File: src/logic/ibl_pkg.sv
package ibl_pkg;
    // Register map
    localparam int          ADDR_W   = 20;
    localparam logic [19:0] CTL_OFF  = 20'h1_d140;
    localparam logic [19:0] STAT_OFF = 20'h1_d144;

    // Boot control fields
    localparam int CHAIN_B = 31;
    localparam int ASZ_B   = 30;
    localparam int PINC_B  = 29;
    localparam int UNLK_B  = 28;
    localparam int BA_HI   = 22;
    localparam int BA_LO   = 16;
    localparam int PA_HI   = 12;
    localparam int PA_SH   = 4;
    localparam logic [31:0] CTL_RW_MASK   = 32'hf07f_ffff;
    localparam logic [31:0] CTL_LOCK_MASK = 32'h0003_0000;

    // Load stream: count header, 8-byte records
    localparam logic [2:0]  HDR_LAST  = 3'h1;
    localparam logic [2:0]  REC_LAST  = 3'h7;
    localparam logic [7:0]  ADDR_WRAP = 8'hff;
    localparam logic [3:0]  ACK_BIT   = 4'h8;
    localparam logic [15:0] CNT_ONE   = 16'h0001;

    // Quarter phases of one bus bit
    localparam logic [1:0] Q_SET  = 2'h0;
    localparam logic [1:0] Q_RISE = 2'h1;
    localparam logic [1:0] Q_SAMP = 2'h2;
    localparam logic [1:0] Q_FALL = 2'h3;

    // Quarter count rounds up so the bus never runs fast
    localparam int CLK_NS  = 25;
    localparam int BIT_NS  = 10000;
    localparam int QTR_CYC = (BIT_NS + 4 * CLK_NS - 1) / (4 * CLK_NS);

    typedef enum logic [3:0] {
        C_INIT, C_START, C_DEVW, C_AHI, C_ALO, C_RSTART, C_DEVR, C_READ, C_STOP, C_DONE
    } ibl_ctl_t;
endpackage : ibl_pkg

File: src/logic/ibl_stream_if.sv
`timescale 1ns/1ps
interface ibl_stream_if #(
    parameter int W = 64
) ();
    logic         valid;
    logic         ready;
    logic [W-1:0] data;
    modport src (output valid, output data, input ready);
    modport snk (input valid, input data, output ready);
endinterface : ibl_stream_if

File: src/logic/ibl_sync.sv
`timescale 1ns/1ps
module ibl_sync #(
    parameter int           W   = 4,
    parameter logic [W-1:0] RST = '1
) (
    input  logic         clk,
    input  logic         rst_n,
    input  logic [W-1:0] din,
    output logic [W-1:0] dout
);
    typedef struct packed {
        logic [W-1:0] s1;
        logic [W-1:0] s2;
        logic [W-1:0] s3;
        logic [W-1:0] q;
    } ibl_sync_st_t;

    ibl_sync_st_t r;
    ibl_sync_st_t n;

    ////////////////////////////////////////////////////////////////////////
    // Moves when stages two and three agree
    always_comb begin
        n    = r;
        n.s1 = din;
        n.s2 = r.s1;
        n.s3 = r.s2;
        n.q  = (~(r.s2 ^ r.s3) & r.s2) | ((r.s2 ^ r.s3) & r.q);
    end

    always_ff @(posedge clk or negedge rst_n) begin
        if (!rst_n) begin
            r <= '{s1: RST, s2: RST, s3: RST, q: RST};
        end else begin
            r <= n;
        end
    end

    assign dout = r.q;
endmodule : ibl_sync

File: src/logic/ibl_skid.sv
`timescale 1ns/1ps
module ibl_skid #(
    parameter int W = 64
) (
    input  logic      clk,
    input  logic      rst_n,
    ibl_stream_if.snk in_s,
    ibl_stream_if.src out_s
);
    typedef struct packed {
        logic [W-1:0] o_d;
        logic         o_v;
        logic [W-1:0] s_d;
        logic         s_v;
    } ibl_skid_st_t;

    ibl_skid_st_t r;
    ibl_skid_st_t n;
    logic         pop;
    logic         push;

    ////////////////////////////////////////////////////////////////////////
    // Output entry plus one spare
    always_comb begin
        n    = r;
        pop  = r.o_v & out_s.ready;
        push = in_s.valid & ~r.s_v;
        if (pop) begin
            if (r.s_v) begin
                n.o_d = r.s_d;
                n.s_v = 1'b0;
            end else begin
                n.o_v = 1'b0;
            end
        end
        if (push) begin
            if (!n.o_v) begin
                n.o_d = in_s.data;
                n.o_v = 1'b1;
            end else begin
                n.s_d = in_s.data;
                n.s_v = 1'b1;
            end
        end
    end

    always_ff @(posedge clk or negedge rst_n) begin
        if (!rst_n) begin
            r <= '0;
        end else begin
            r <= n;
        end
    end

    assign in_s.ready = ~r.s_v;
    assign out_s.valid = r.o_v;
    assign out_s.data  = r.o_d;
endmodule : ibl_skid

File: src/logic/ibl_boot_ctrl.sv
// Design decision made here: the address-and-strobe port.
`timescale 1ns/1ps
////////////////////////////////////////////////////////////////////////////
module ibl_boot_ctrl
#(
    parameter int         QTR_CYCLES  = ibl_pkg::QTR_CYC,
    parameter logic [4:0] BOOT_DEV_HI = 5'h14,
    parameter logic       ASZ_RST     = 1'b0
) (
    input  logic        clk,
    input  logic        rst_n,
    input  logic [ibl_pkg::ADDR_W-1:0] reg_addr,
    input  logic [31:0] reg_wdata,
    input  logic        reg_wr,
    input  logic        reg_rd,
    output logic [31:0] reg_rdata,
    input  logic [1:0]  boot_addr_strap,
    input  logic        scl_in,
    output logic        scl_out,
    output logic        scl_oe_n,
    input  logic        sda_in,
    output logic        sda_out,
    output logic        sda_oe_n,
    output logic        cfg_valid,
    input  logic        cfg_ready,
    output logic [31:0] cfg_addr,
    output logic [31:0] cfg_data,
    output logic        boot_busy,
    output logic        boot_done
);
    import ibl_pkg::*;

    typedef struct packed {
        logic [31:0] ctl;
        logic [31:0] rdata;
        ibl_ctl_t    st;
        logic [1:0]  q;
        logic [3:0]  bitn;
        logic [7:0]  sh;
        logic [15:0] div;
        logic [6:0]  dev;
        logic [15:0] wa;
        logic        psz;
        logic        page_select_increment_en;
        logic        hdr;
        logic [2:0]  bidx;
        logic [15:0] cnt;
        logic [15:0] nrec;
        logic [63:0] rec;
        logic        pend;
        logic        chain_pend;
        logic        to_read;
        logic        last;
        logic        wrapf;
        logic        busy;
        logic        done;
        logic        err;
        logic        scl_oe_n;
        logic        sda_oe_n;
        logic        pad_o;
    } ibl_main_st_t;

    localparam logic [31:0] CTL_RST = {2'h0, 1'b1, 1'b0, 5'h00, BOOT_DEV_HI, 2'h0, 16'h0000};

    ibl_main_st_t r;
    ibl_main_st_t n;
    logic [3:0]   sync_q;
    logic         scl_s;
    logic         sda_s;
    logic [1:0]   strap_s;
    logic         tick;
    logic         go;
    logic         reload;
    logic         end_now;
    logic         wrap_now;
    logic [7:0]   txb;
    logic [63:0]  full;
    logic [31:0]  status;

    ibl_stream_if #(.W(64)) rec_in ();
    ibl_stream_if #(.W(64)) rec_out ();

    ////////////////////////////////////////////////////////////////////////
    // Pin synchroniser
    ibl_sync #(.W(4), .RST(4'hf)) u_sync (
        .clk   (clk),
        .rst_n (rst_n),
        .din   ({boot_addr_strap, scl_in, sda_in}),
        .dout  (sync_q)
    );

    assign scl_s   = sync_q[1];
    assign sda_s   = sync_q[0];
    assign strap_s = sync_q[3:2];

    // Records leave via a two-entry buffer
    ibl_skid #(.W(64)) u_skid (
        .clk   (clk),
        .rst_n (rst_n),
        .in_s  (rec_in),
        .out_s (rec_out)
    );

    assign rec_in.valid  = r.pend;
    assign rec_in.data   = r.rec;
    assign rec_out.ready = cfg_ready;

    ////////////////////////////////////////////////////////////////////////
    // Store a write; strap bits need unlock
    function automatic logic [31:0] ctl_wr(input logic [31:0] o, input logic [31:0] w);
        logic [31:0] v;
        v = (o & ~CTL_RW_MASK) | (w & CTL_RW_MASK);
        if (!w[UNLK_B]) begin
            v = (v & ~CTL_LOCK_MASK) | (o & CTL_LOCK_MASK);
        end
        return v;
    endfunction : ctl_wr

    // Start byte address from the field
    function automatic logic [15:0] wa_init(input logic [31:0] c);
        if (c[ASZ_B]) begin
            return {c[PA_HI:0], 3'h0};
        end
        return {8'h00, c[PA_SH:0], 3'h0};
    endfunction : wa_init

    ////////////////////////////////////////////////////////////////////////
    // Byte to send in the address phases
    always_comb begin
        case (r.st)
            C_DEVW:  txb = {r.dev, 1'b0};
            C_AHI:   txb = r.wa[15:8];
            C_ALO:   txb = r.wa[7:0];
            C_DEVR:  txb = {r.dev, 1'b1};
            default: txb = 8'h00;
        endcase
    end

    assign full   = {r.rec[55:0], r.sh};
    assign status = {r.nrec, 1'b0, r.dev, 5'h00, r.err, r.done, r.busy};

    // End of device data, or page wrap
    assign end_now  = r.hdr ? (r.bidx == HDR_LAST && {r.cnt[7:0], r.sh} == 16'h0000)
                            : (r.bidx == REC_LAST && r.cnt == CNT_ONE);
    assign wrap_now = ~r.psz & r.page_select_increment_en & (r.wa[7:0] == ADDR_WRAP);

    ////////////////////////////////////////////////////////////////////////
    // Sequencer and bus bit engine
    always_comb begin
        n      = r;
        reload = 1'b0;
        tick   = (r.div == 16'(QTR_CYCLES - 1));
        n.div  = tick ? 16'h0000 : r.div + 16'h0001;
        // A pending record stalls the bus, clock low
        go     = tick & ~r.pend;
        n.rdata = 32'h0000_0000;
        if (r.pend && rec_in.ready) begin
            n.pend = 1'b0;
        end
        if (reg_rd) begin
            case (reg_addr)
                CTL_OFF:  n.rdata = r.ctl & CTL_RW_MASK;
                STAT_OFF: n.rdata = status;
                default:  n.rdata = 32'h0000_0000;
            endcase
        end
        // Software writes only store
        if (reg_wr && reg_addr == CTL_OFF) begin
            n.ctl = ctl_wr(r.ctl, reg_wdata);
        end
        if (go && r.st != C_DONE) begin
            n.q = r.q + 2'h1;
            // Clock stretching
            if (r.q == Q_RISE && !scl_s) begin
                n.q = r.q;
            end
            case (r.st)
                C_INIT: begin
                    n.ctl[BA_LO+1:BA_LO] = strap_s;
                    n.busy = 1'b1;
                    n.q    = Q_SET;
                    reload = 1'b1;
                    n.st   = C_START;
                end
                C_START, C_RSTART: begin
                    case (r.q)
                        Q_SET: begin
                            n.scl_oe_n = 1'b0;
                            n.sda_oe_n = 1'b1;
                        end
                        Q_RISE: begin
                            n.scl_oe_n = 1'b1;
                        end
                        Q_SAMP: begin
                            n.sda_oe_n = 1'b0;
                        end
                        default: begin
                            n.scl_oe_n = 1'b0;
                            n.st = (r.st == C_RSTART && r.to_read) ? C_DEVR : C_DEVW;
                        end
                    endcase
                end
                C_STOP: begin
                    case (r.q)
                        Q_SET: begin
                            n.scl_oe_n = 1'b0;
                            n.sda_oe_n = 1'b0;
                        end
                        Q_RISE: begin
                            n.scl_oe_n = 1'b1;
                        end
                        Q_SAMP: begin
                            n.sda_oe_n = 1'b1;
                        end
                        default: begin
                            if (r.chain_pend) begin
                                n.ctl[CHAIN_B] = 1'b0;
                                n.chain_pend = 1'b0;
                                reload = 1'b1;
                                n.st = C_START;
                            end else begin
                                n.busy = 1'b0;
                                n.done = 1'b1;
                                n.st   = C_DONE;
                            end
                        end
                    endcase
                end
                default: begin
                    case (r.q)
                        Q_SET: begin
                            n.scl_oe_n = 1'b0;
                            if (r.st != C_READ) begin
                                n.sda_oe_n = (r.bitn == ACK_BIT) ? 1'b1 : txb[3'(7 - r.bitn)];
                            end else if (r.bitn != ACK_BIT) begin
                                n.sda_oe_n = 1'b1;
                            end else begin
                                // NACK ends the read
                                n.last     = end_now | wrap_now;
                                n.wrapf    = wrap_now & ~end_now;
                                n.sda_oe_n = end_now | wrap_now;
                            end
                        end
                        Q_RISE: begin
                            n.scl_oe_n = 1'b1;
                        end
                        Q_SAMP: begin
                            if (r.st != C_READ && r.bitn == ACK_BIT) begin
                                n.err = sda_s;
                            end else if (r.st == C_READ && r.bitn != ACK_BIT) begin
                                n.sh = {r.sh[6:0], sda_s};
                            end
                        end
                        default: begin
                            n.scl_oe_n = 1'b0;
                            n.bitn = r.bitn + 4'h1;
                            if (r.bitn == ACK_BIT) begin
                                n.bitn = 4'h0;
                                case (r.st)
                                    C_DEVW: n.st = r.err ? C_STOP : (r.psz ? C_AHI : C_ALO);
                                    C_AHI:  n.st = r.err ? C_STOP : C_ALO;
                                    C_ALO: begin
                                        n.to_read = 1'b1;
                                        n.st = r.err ? C_STOP : C_RSTART;
                                    end
                                    C_DEVR: n.st = r.err ? C_STOP : C_READ;
                                    default: begin
                                        n.wa = r.wa + 16'h0001;
                                        if (r.hdr) begin
                                            n.cnt = {r.cnt[7:0], r.sh};
                                            n.bidx = r.bidx + 3'h1;
                                            if (r.bidx == HDR_LAST) begin
                                                n.hdr  = 1'b0;
                                                n.bidx = 3'h0;
                                            end
                                        end else begin
                                            n.rec  = full;
                                            n.bidx = r.bidx + 3'h1;
                                            if (r.bidx == REC_LAST) begin
                                                n.cnt  = r.cnt - CNT_ONE;
                                                n.nrec = r.nrec + 16'h0001;
                                                if (full[63:32] == {12'h000, CTL_OFF}) begin
                                                    n.ctl = ctl_wr(n.ctl, full[31:0]);
                                                end else begin
                                                    n.pend = 1'b1;
                                                end
                                            end
                                        end
                                        if (r.last && !r.wrapf) begin
                                            // Chain at count end only
                                            n.chain_pend = n.ctl[CHAIN_B];
                                            n.st = C_STOP;
                                        end else if (r.last) begin
                                            n.dev[2:0] = r.dev[2:0] + 3'h1;
                                            n.to_read  = 1'b0;
                                            n.st       = C_RSTART;
                                        end
                                    end
                                endcase
                            end
                        end
                    endcase
                end
            endcase
        end
        // Working copies, start and chain
        if (reload) begin
            n.dev     = n.ctl[BA_HI:BA_LO];
            n.psz     = n.ctl[ASZ_B];
            n.page_select_increment_en    = n.ctl[PINC_B];
            n.wa      = wa_init(n.ctl);
            n.hdr     = 1'b1;
            n.bidx    = 3'h0;
            n.bitn    = 4'h0;
            n.to_read = 1'b0;
            n.err     = 1'b0;
        end
    end

    ////////////////////////////////////////////////////////////////////////
    // State register
    always_ff @(posedge clk or negedge rst_n) begin
        if (!rst_n) begin
            r          <= '0;
            r.ctl      <= CTL_RST | {1'b0, ASZ_RST, 30'h0000_0000};
            r.st       <= C_INIT;
            r.hdr      <= 1'b1;
            r.scl_oe_n <= 1'b1;
            r.sda_oe_n <= 1'b1;
        end else begin
            r <= n;
        end
    end

    ////////////////////////////////////////////////////////////////////////
    // Outputs from flip-flops
    assign reg_rdata = r.rdata;
    assign scl_out   = r.pad_o;
    assign sda_out   = r.pad_o;
    assign scl_oe_n  = r.scl_oe_n;
    assign sda_oe_n  = r.sda_oe_n;
    assign cfg_valid = rec_out.valid;
    assign cfg_addr  = rec_out.data[63:32];
    assign cfg_data  = rec_out.data[31:0];
    assign boot_busy = r.busy;
    assign boot_done = r.done;
endmodule : ibl_boot_ctrl

File: config.mk
export PLATFORM = sky130hd
export DESIGN_NAME = ibl_boot_ctrl
export DESIGN_NICKNAME = d
export VERILOG_FILES = /design/src/logic/ibl_pkg.sv /design/src/logic/ibl_stream_if.sv /design/src/logic/ibl_sync.sv /design/src/logic/ibl_skid.sv /design/src/logic/ibl_boot_ctrl.sv
export SDC_FILE = /design/constraint.sdc
export NUM_CORES = 1
export LEC_CHECK = 0
export BUFFER_PORTS_ARGS = -buffer_cell sky130_fd_sc_hd__buf_4
export CELL_PAD_IN_SITES_DETAIL_PLACEMENT = 1
export CELL_PAD_IN_SITES_GLOBAL_PLACEMENT = 2
export CORE_MARGIN = 3
export CORE_UTILIZATION = 43
export CTS_CLUSTER_DIAMETER = 120
export CTS_CLUSTER_SIZE = 25
export DETAILED_ROUTE_END_ITERATION = 6
export PLACE_DENSITY = 0.93
export SLEW_MARGIN = 20
export SYNTH_ARGS = -nofsm -noshare
export SYNTH_HDL_FRONTEND = slang
export SYNTH_SLANG_ARGS = --single-unit
File: constraint.sdc
create_clock -name clk -period 5.7 [get_ports clk]
set_input_delay 1.14 -clock clk [delete_from_list [all_inputs] [get_ports clk]]
set_output_delay 1.14 -clock clk [all_outputs]
set_load 0.01 [all_outputs]
Word-level counts from Yosys, hierarchy flattened:

Index checks and enable logic that the tools add are counted.

* output and inout port bits: 103
* input bits: 61
* logic and storage cells: 277
* register bits after elaboration: 379

* add/subtract/negate cells: 9
* reduce and logical (&&, ||, !) cells: 53
* equal/unequal tests: 37
* bitwise operators: 30
* multiplexer cells: 112
* $lt $le $gt $ge: 1

Operator list (number)
* $mux 32: 12
* $mux 103: 2
* $mux 65: 3
* $mux 130: 1
* $mux 19: 6
* $mux 110: 1
* $mux 102: 1
* $mux 101: 1
* $mux 81: 1
* $mux 16: 4
* $mux 64: 1
* $or 28x32->32: 2
* $or 32x18->32: 2
* $pmux 32 s2: 1
* $mux 4: 15
* $add 16x1->16 const B: 3
* $eq 20x17->1 const B: 2
* $eq 32x17->1 const B: 1
* $pmux 8 s4: 1
* $mux 1: 29
* $mux 25: 1
* $mux 12: 2
* $mux 8: 3
* $reduce_and 6->1: 4
* other kinds (56): 143

Logic depth before layout (Yosys ltp):

* word-level depth: 19
* gate-level depth with buffers: 13
* mapped depth without buffers: 8

Cells and area by module:

From an unflattened synthesis, not the netlist that was laid out.

* cell total of the unflattened synthesis: 1678
* area total of the unflattened synthesis: 18193.7 sq um

By module, submodules not included
* ibl_boot_ctrl: instances 1, seq. area each 5713.0 sq um, area each 11456.0 sq um, cells an instance 1087
* ibl_skid: instances 1, seq. area each 3253.1 sq um, area each 6242.2 sq um, cells an instance 567
* ibl_sync: instances 1, seq. area each 420.4 sq um, area each 495.5 sq um, cells an instance 24

Worst setup path before layout:

No wires, ideal clock.

* path type: input port to flip-flop
* start: in reg_addr[9] (netlist name)
* end: reg r[233] (netlist name)
* path buffers: 2
* data arrival time: 2990 ps
* data required time: 5568 ps
* slack: 2578 ps
* library setup time: 132 ps
* cell stages on the path: 8
* cells stage by stage: or4b_1 nor4_2 and3_1 buf_2 buf_6 mux2_1 mux2i_1 o21ai_0

RTL lines
* from (decl): RTL line ibl_boot_ctrl.sv:12 `input logic [ibl_pkg::ADDR_W-1:0] reg_addr,`
* to (signal assigned): RTL line ibl_boot_ctrl.sv:331 `r <= n;`
* to (decl): RTL line ibl_boot_ctrl.sv:65 `ibl_main_st_t r;`

Worst setup path in the final report:

* start: reg r[160] (netlist name)
* end: reg r[120] (netlist name)

* cells in the longest elaborated chain, start to end: 9
* elaborated cells on any way between the ends: 13
* those cells by class: eq/ne: 1; mux: 10; reduce/logical: 2

Ends and longest elaborated chain
* $eq 4x4->1 (*): RTL line ibl_boot_ctrl.sv:257 `if (r.bitn == ACK_BIT) begin`
* $mux 32: RTL line ibl_boot_ctrl.sv:257
* $mux 32: RTL line ibl_boot_ctrl.sv:230 `case (r.q)`
* $mux 13: RTL line ibl_boot_ctrl.sv:177 `case (r.st)`
* $mux 32: RTL line ibl_boot_ctrl.sv:171 `if (go && r.st != C_DONE) begin`
* $mux 1: RTL line ibl_boot_ctrl.sv:121 `if (c[ASZ_B]) begin`
* $mux 1: RTL line ibl_boot_ctrl.sv:307 `if (reload) begin`
* $mux 16: RTL line ibl_boot_ctrl.sv:124 `return {8'h00, c[PA_SH:0], 3'h0};`
* $mux 25: RTL line ibl_boot_ctrl.sv:307

Mark *: on every way between the ends. The rest lies on a longest branch, timed or not. The select of a mux whose other input is x is not followed.
A chain may end at the register's enable or synchronous reset.

==> metrics.cfg <==
[global_routing]
grt_remaining_overflow = 0
grt_pass1_vias = 12915
grt_max_degree = 112
grt_first_pass_wirelength_um = 75770
grt.total_usage_pct = 21.45
antenna_found_initial = 0

[timing]
setup_viol = 0
period_needed_ns = 3.616
skew_ns = 0.02648
fmax_mhz = 276.5
slew_viol_final = 0
grt_setup_unrepaired = false
holdWs_ns = 0.3611
relSlewSlack_pct = 28.99
min_period_over_period_pct = 63.44
tightest_slew_ns = 1.055
setup_ws_ns = 2.084
tns_ns = 0
hold_viol_final = 0

[final_layout]
syn2layout_area_growth_pct = 8.119
fillers = 4372
layout.core_utilization_pct = 47.78
finish.instance_area_um2 = 19240
drive_gt1_share_pct = 19.98
fin_cells = 2163
fin_nets = 1702

[pwr]
fin_total_pwr_mw = 4.243
cellPowerDensity_nw_per_um2 = 220.5
p_leak_nw = 9.400
ir_drop_uv = 163.5

[die]
row_count = 73
die_h_um = 209.5
die_x_um = 209.5
dieArea_um2 = 43870
io_pins = 164
core-area_um2 = 40280
start_util_pct = 44.19

[clocking]
clkSinkCount = 374
clock_path_buffers = 3
postCtsSetupRepairBufs = 0
cts_buffers = 18
ctsHoldBuffers = 0
cts_tree = yes
cts_resized = 0
clk_pin_slew_ns = 0.10
clkLatencyLatePin_ns = 0.54
cts_max_level = 1
cts_root_buf = clkbuf_16

[synthesis]
yosys_register_bits = 374
synthTopCellsByArea = dfrtp_1 (49%), mux2i_1 (6.7%), mux2_2 (5.8%)
synth_top_flop_cell = dfrtp_1
syn_area_um2 = 17800
synth-async-reset-ratio_pct = 100.0
synth_cell_types = 76
synth_edf_count = 0
syn-instance-count = 1609
synth_largest_area_cell = dfrtp_1
synth.avg_cell_area_um2 = 11.06
ys.warnings.count = 0
synth_top_area_share_pct = 49.49
seq_area_frac_synth_pct = 52.73

[outcome]
status = completed

[placement]
io_buffers = 156
dpl_worst_slack_ns = 1.688
placed_cell_area_um2 = 18710
hpwl_um = 33860
post-place-cells = 2130
place_congestion = 0.8946

[critical_path]
arrival_ns = 4.06
required_ns = 6.14
critical_path_class = flip-flop to flip-flop
crit_path_end_kind = flip-flop
cp-start-kind = flip-flop
cp_max_fo = 37

[route]
vias = 12181
drt_first_pass_iters = 5
vias_per_cell = 5.632
remaining_drc_errors = 0
drtIter0Drc = 775
wire_per_inst_um = 22.20
wl_um = 48010
drtAntennaViolNets = 0

[min_path]
min_path_type = flip-flop to flip-flop

[job]
drv_cap = 0

-- flip-flops by register name, summed over array words and instances, names as in the netlist, named ones only --
name / flops
scl_oe_n: 1
boot_busy: 1
u_sync.r: 4
u_skid.out_s.data: 64
u_sync.n: 8
sda_oe_n: 1
u_skid.r: 65
r: 119
rec_in.data: 64
boot_done: 1
full: 8
reg_rdata: 32
rec_in.valid: 1
u_skid.out_s.valid: 1
-- cells in the mapped netlist (6+ instances only) --
master / instances
buf_1: 7
buf_4: 100
a21oi_1: 52
xnor2_1: 32
and2_1: 16
buf_2: 9
nor2b_1: 9
mux2i_1: 119
dfrtp_1: 352
nand3_1: 38
nand2_1: 153
nor2_1: 88
nor3b_1: 6
a31oi_1: 6
or3_1: 12
nor3_1: 24
buf_6: 9
nand4_1: 19
and3_1: 17
a221o_1: 7
nor4_1: 17
mux2_1: 49
o31ai_1: 16
and4_1: 6
dfstp_2: 22
a32oi_1: 6
inv_1: 37
mux2_2: 91
ha_1: 15
xor2_1: 10
a211oi_1: 7
o21ai_0: 115
nand2b_1: 12
clkbuf_1: 53
-- cell usage in the layout, fill, tap and decap left out, types with 12 or more instances in the layout --
| cell | instances |
|---|---|
| xnor2_1 | 32 |
| nand4_1 | 19 |
| ha_1 | 15 |
| nor2_1 | 88 |
| clkbuf_16 | 18 |
| buf_4 | 171 |
| mux2_1 | 49 |
| or3_1 | 12 |
| clkbuf_1 | 12 |
| and3_1 | 16 |
| a21oi_1 | 51 |
| o21ai_0 | 115 |
| nand3_1 | 37 |
| inv_1 | 37 |
| nand2b_1 | 12 |
| mux2i_1 | 119 |
| o31ai_1 | 16 |
| nor4_1 | 17 |
| and2_1 | 16 |
| nor3_1 | 24 |
| dfrtp_1 | 352 |
| mux2_2 | 91 |
| dfstp_2 | 22 |
| nand2_1 | 153 |
-- layer usage --
layer / routed length [um] / up-vias / track usage [%] / share of wire (%)
met5: 0 / - / 0 / 0
met4: 991 / 0 / 4.457 / 2.1
met3: 2205 / 51 / 2.586 / 4.6
met2: 22430 / 268 / 34.88 / 47
met1: 22380 / 6284 / 31.17 / 47
li1: - / 5578 / - / -
-- worst max-delay path, stage by stage, from the launching register on --
cell     delay, ns
dfrtp_1       0.51
inv_1         0.17
ha_1          0.21
and3b_1       0.44
nand3_1       0.25
nor4_4        0.63
nand2_2       0.64
mux2_2        0.54
mux2i_1       0.13
-- final cells by class --
type                            count  area, um^2  area share (%)
Antenna cell                        1       2.502         0.01300
Tap cell                          525       656.9           3.413
Sequential cell                   374        9387           48.77
Clock inverter                      1       16.27         0.08452
Multi-Input combinational cell   1020        7189           37.36
Timing Repair Buffer              175        1359           7.061
Clock buffer                       30       495.5           2.575
Inverter                           37       138.9          0.7217
-- where the power goes --
group          total (mW)  internal [mW]  switching (mW)  leakage, nW
logic               0.111         0.0365          0.0744         4.25
clock network        1.46          0.609           0.855        0.243
registers            2.67           2.66         0.00418         4.91
-- logic make-up (layout without fill, tap and decap cells) --
kind of cell               after synthesis  count (layout)  synth area share [%]
AOI/OAI and AO/OA                      250             250                 8.499
other                                    1               3               0.02107
muxes                                  259             259                 15.55
DFF                                    374             374                 52.73
buffers and inverters                  216             243                 7.114
xor gates and xnor gates                42              42                 2.067
and+or+nand+nor                        448             448                 12.74
adders and majority gates               19              19                 1.279
-- path summary, 6_finish.rpt --
kind	from	endpoint	slack [ns]	cells after the start
worst max-delay path	r[160]	r[120]	2.08	8
worst min-delay path	u_sync.n[9]	u_sync.n[5]	0.36	0
worst max register to register	r[160]	r[120]	2.08	8
worst min register to register	u_sync.n[9]	u_sync.n[5]	0.36	0
max in group asynchronous	rst_n	reg_rdata[1]	3.84	2
min in group asynchronous	rst_n	r[6]	0.69	1
(Power assumes the default switching activity.)
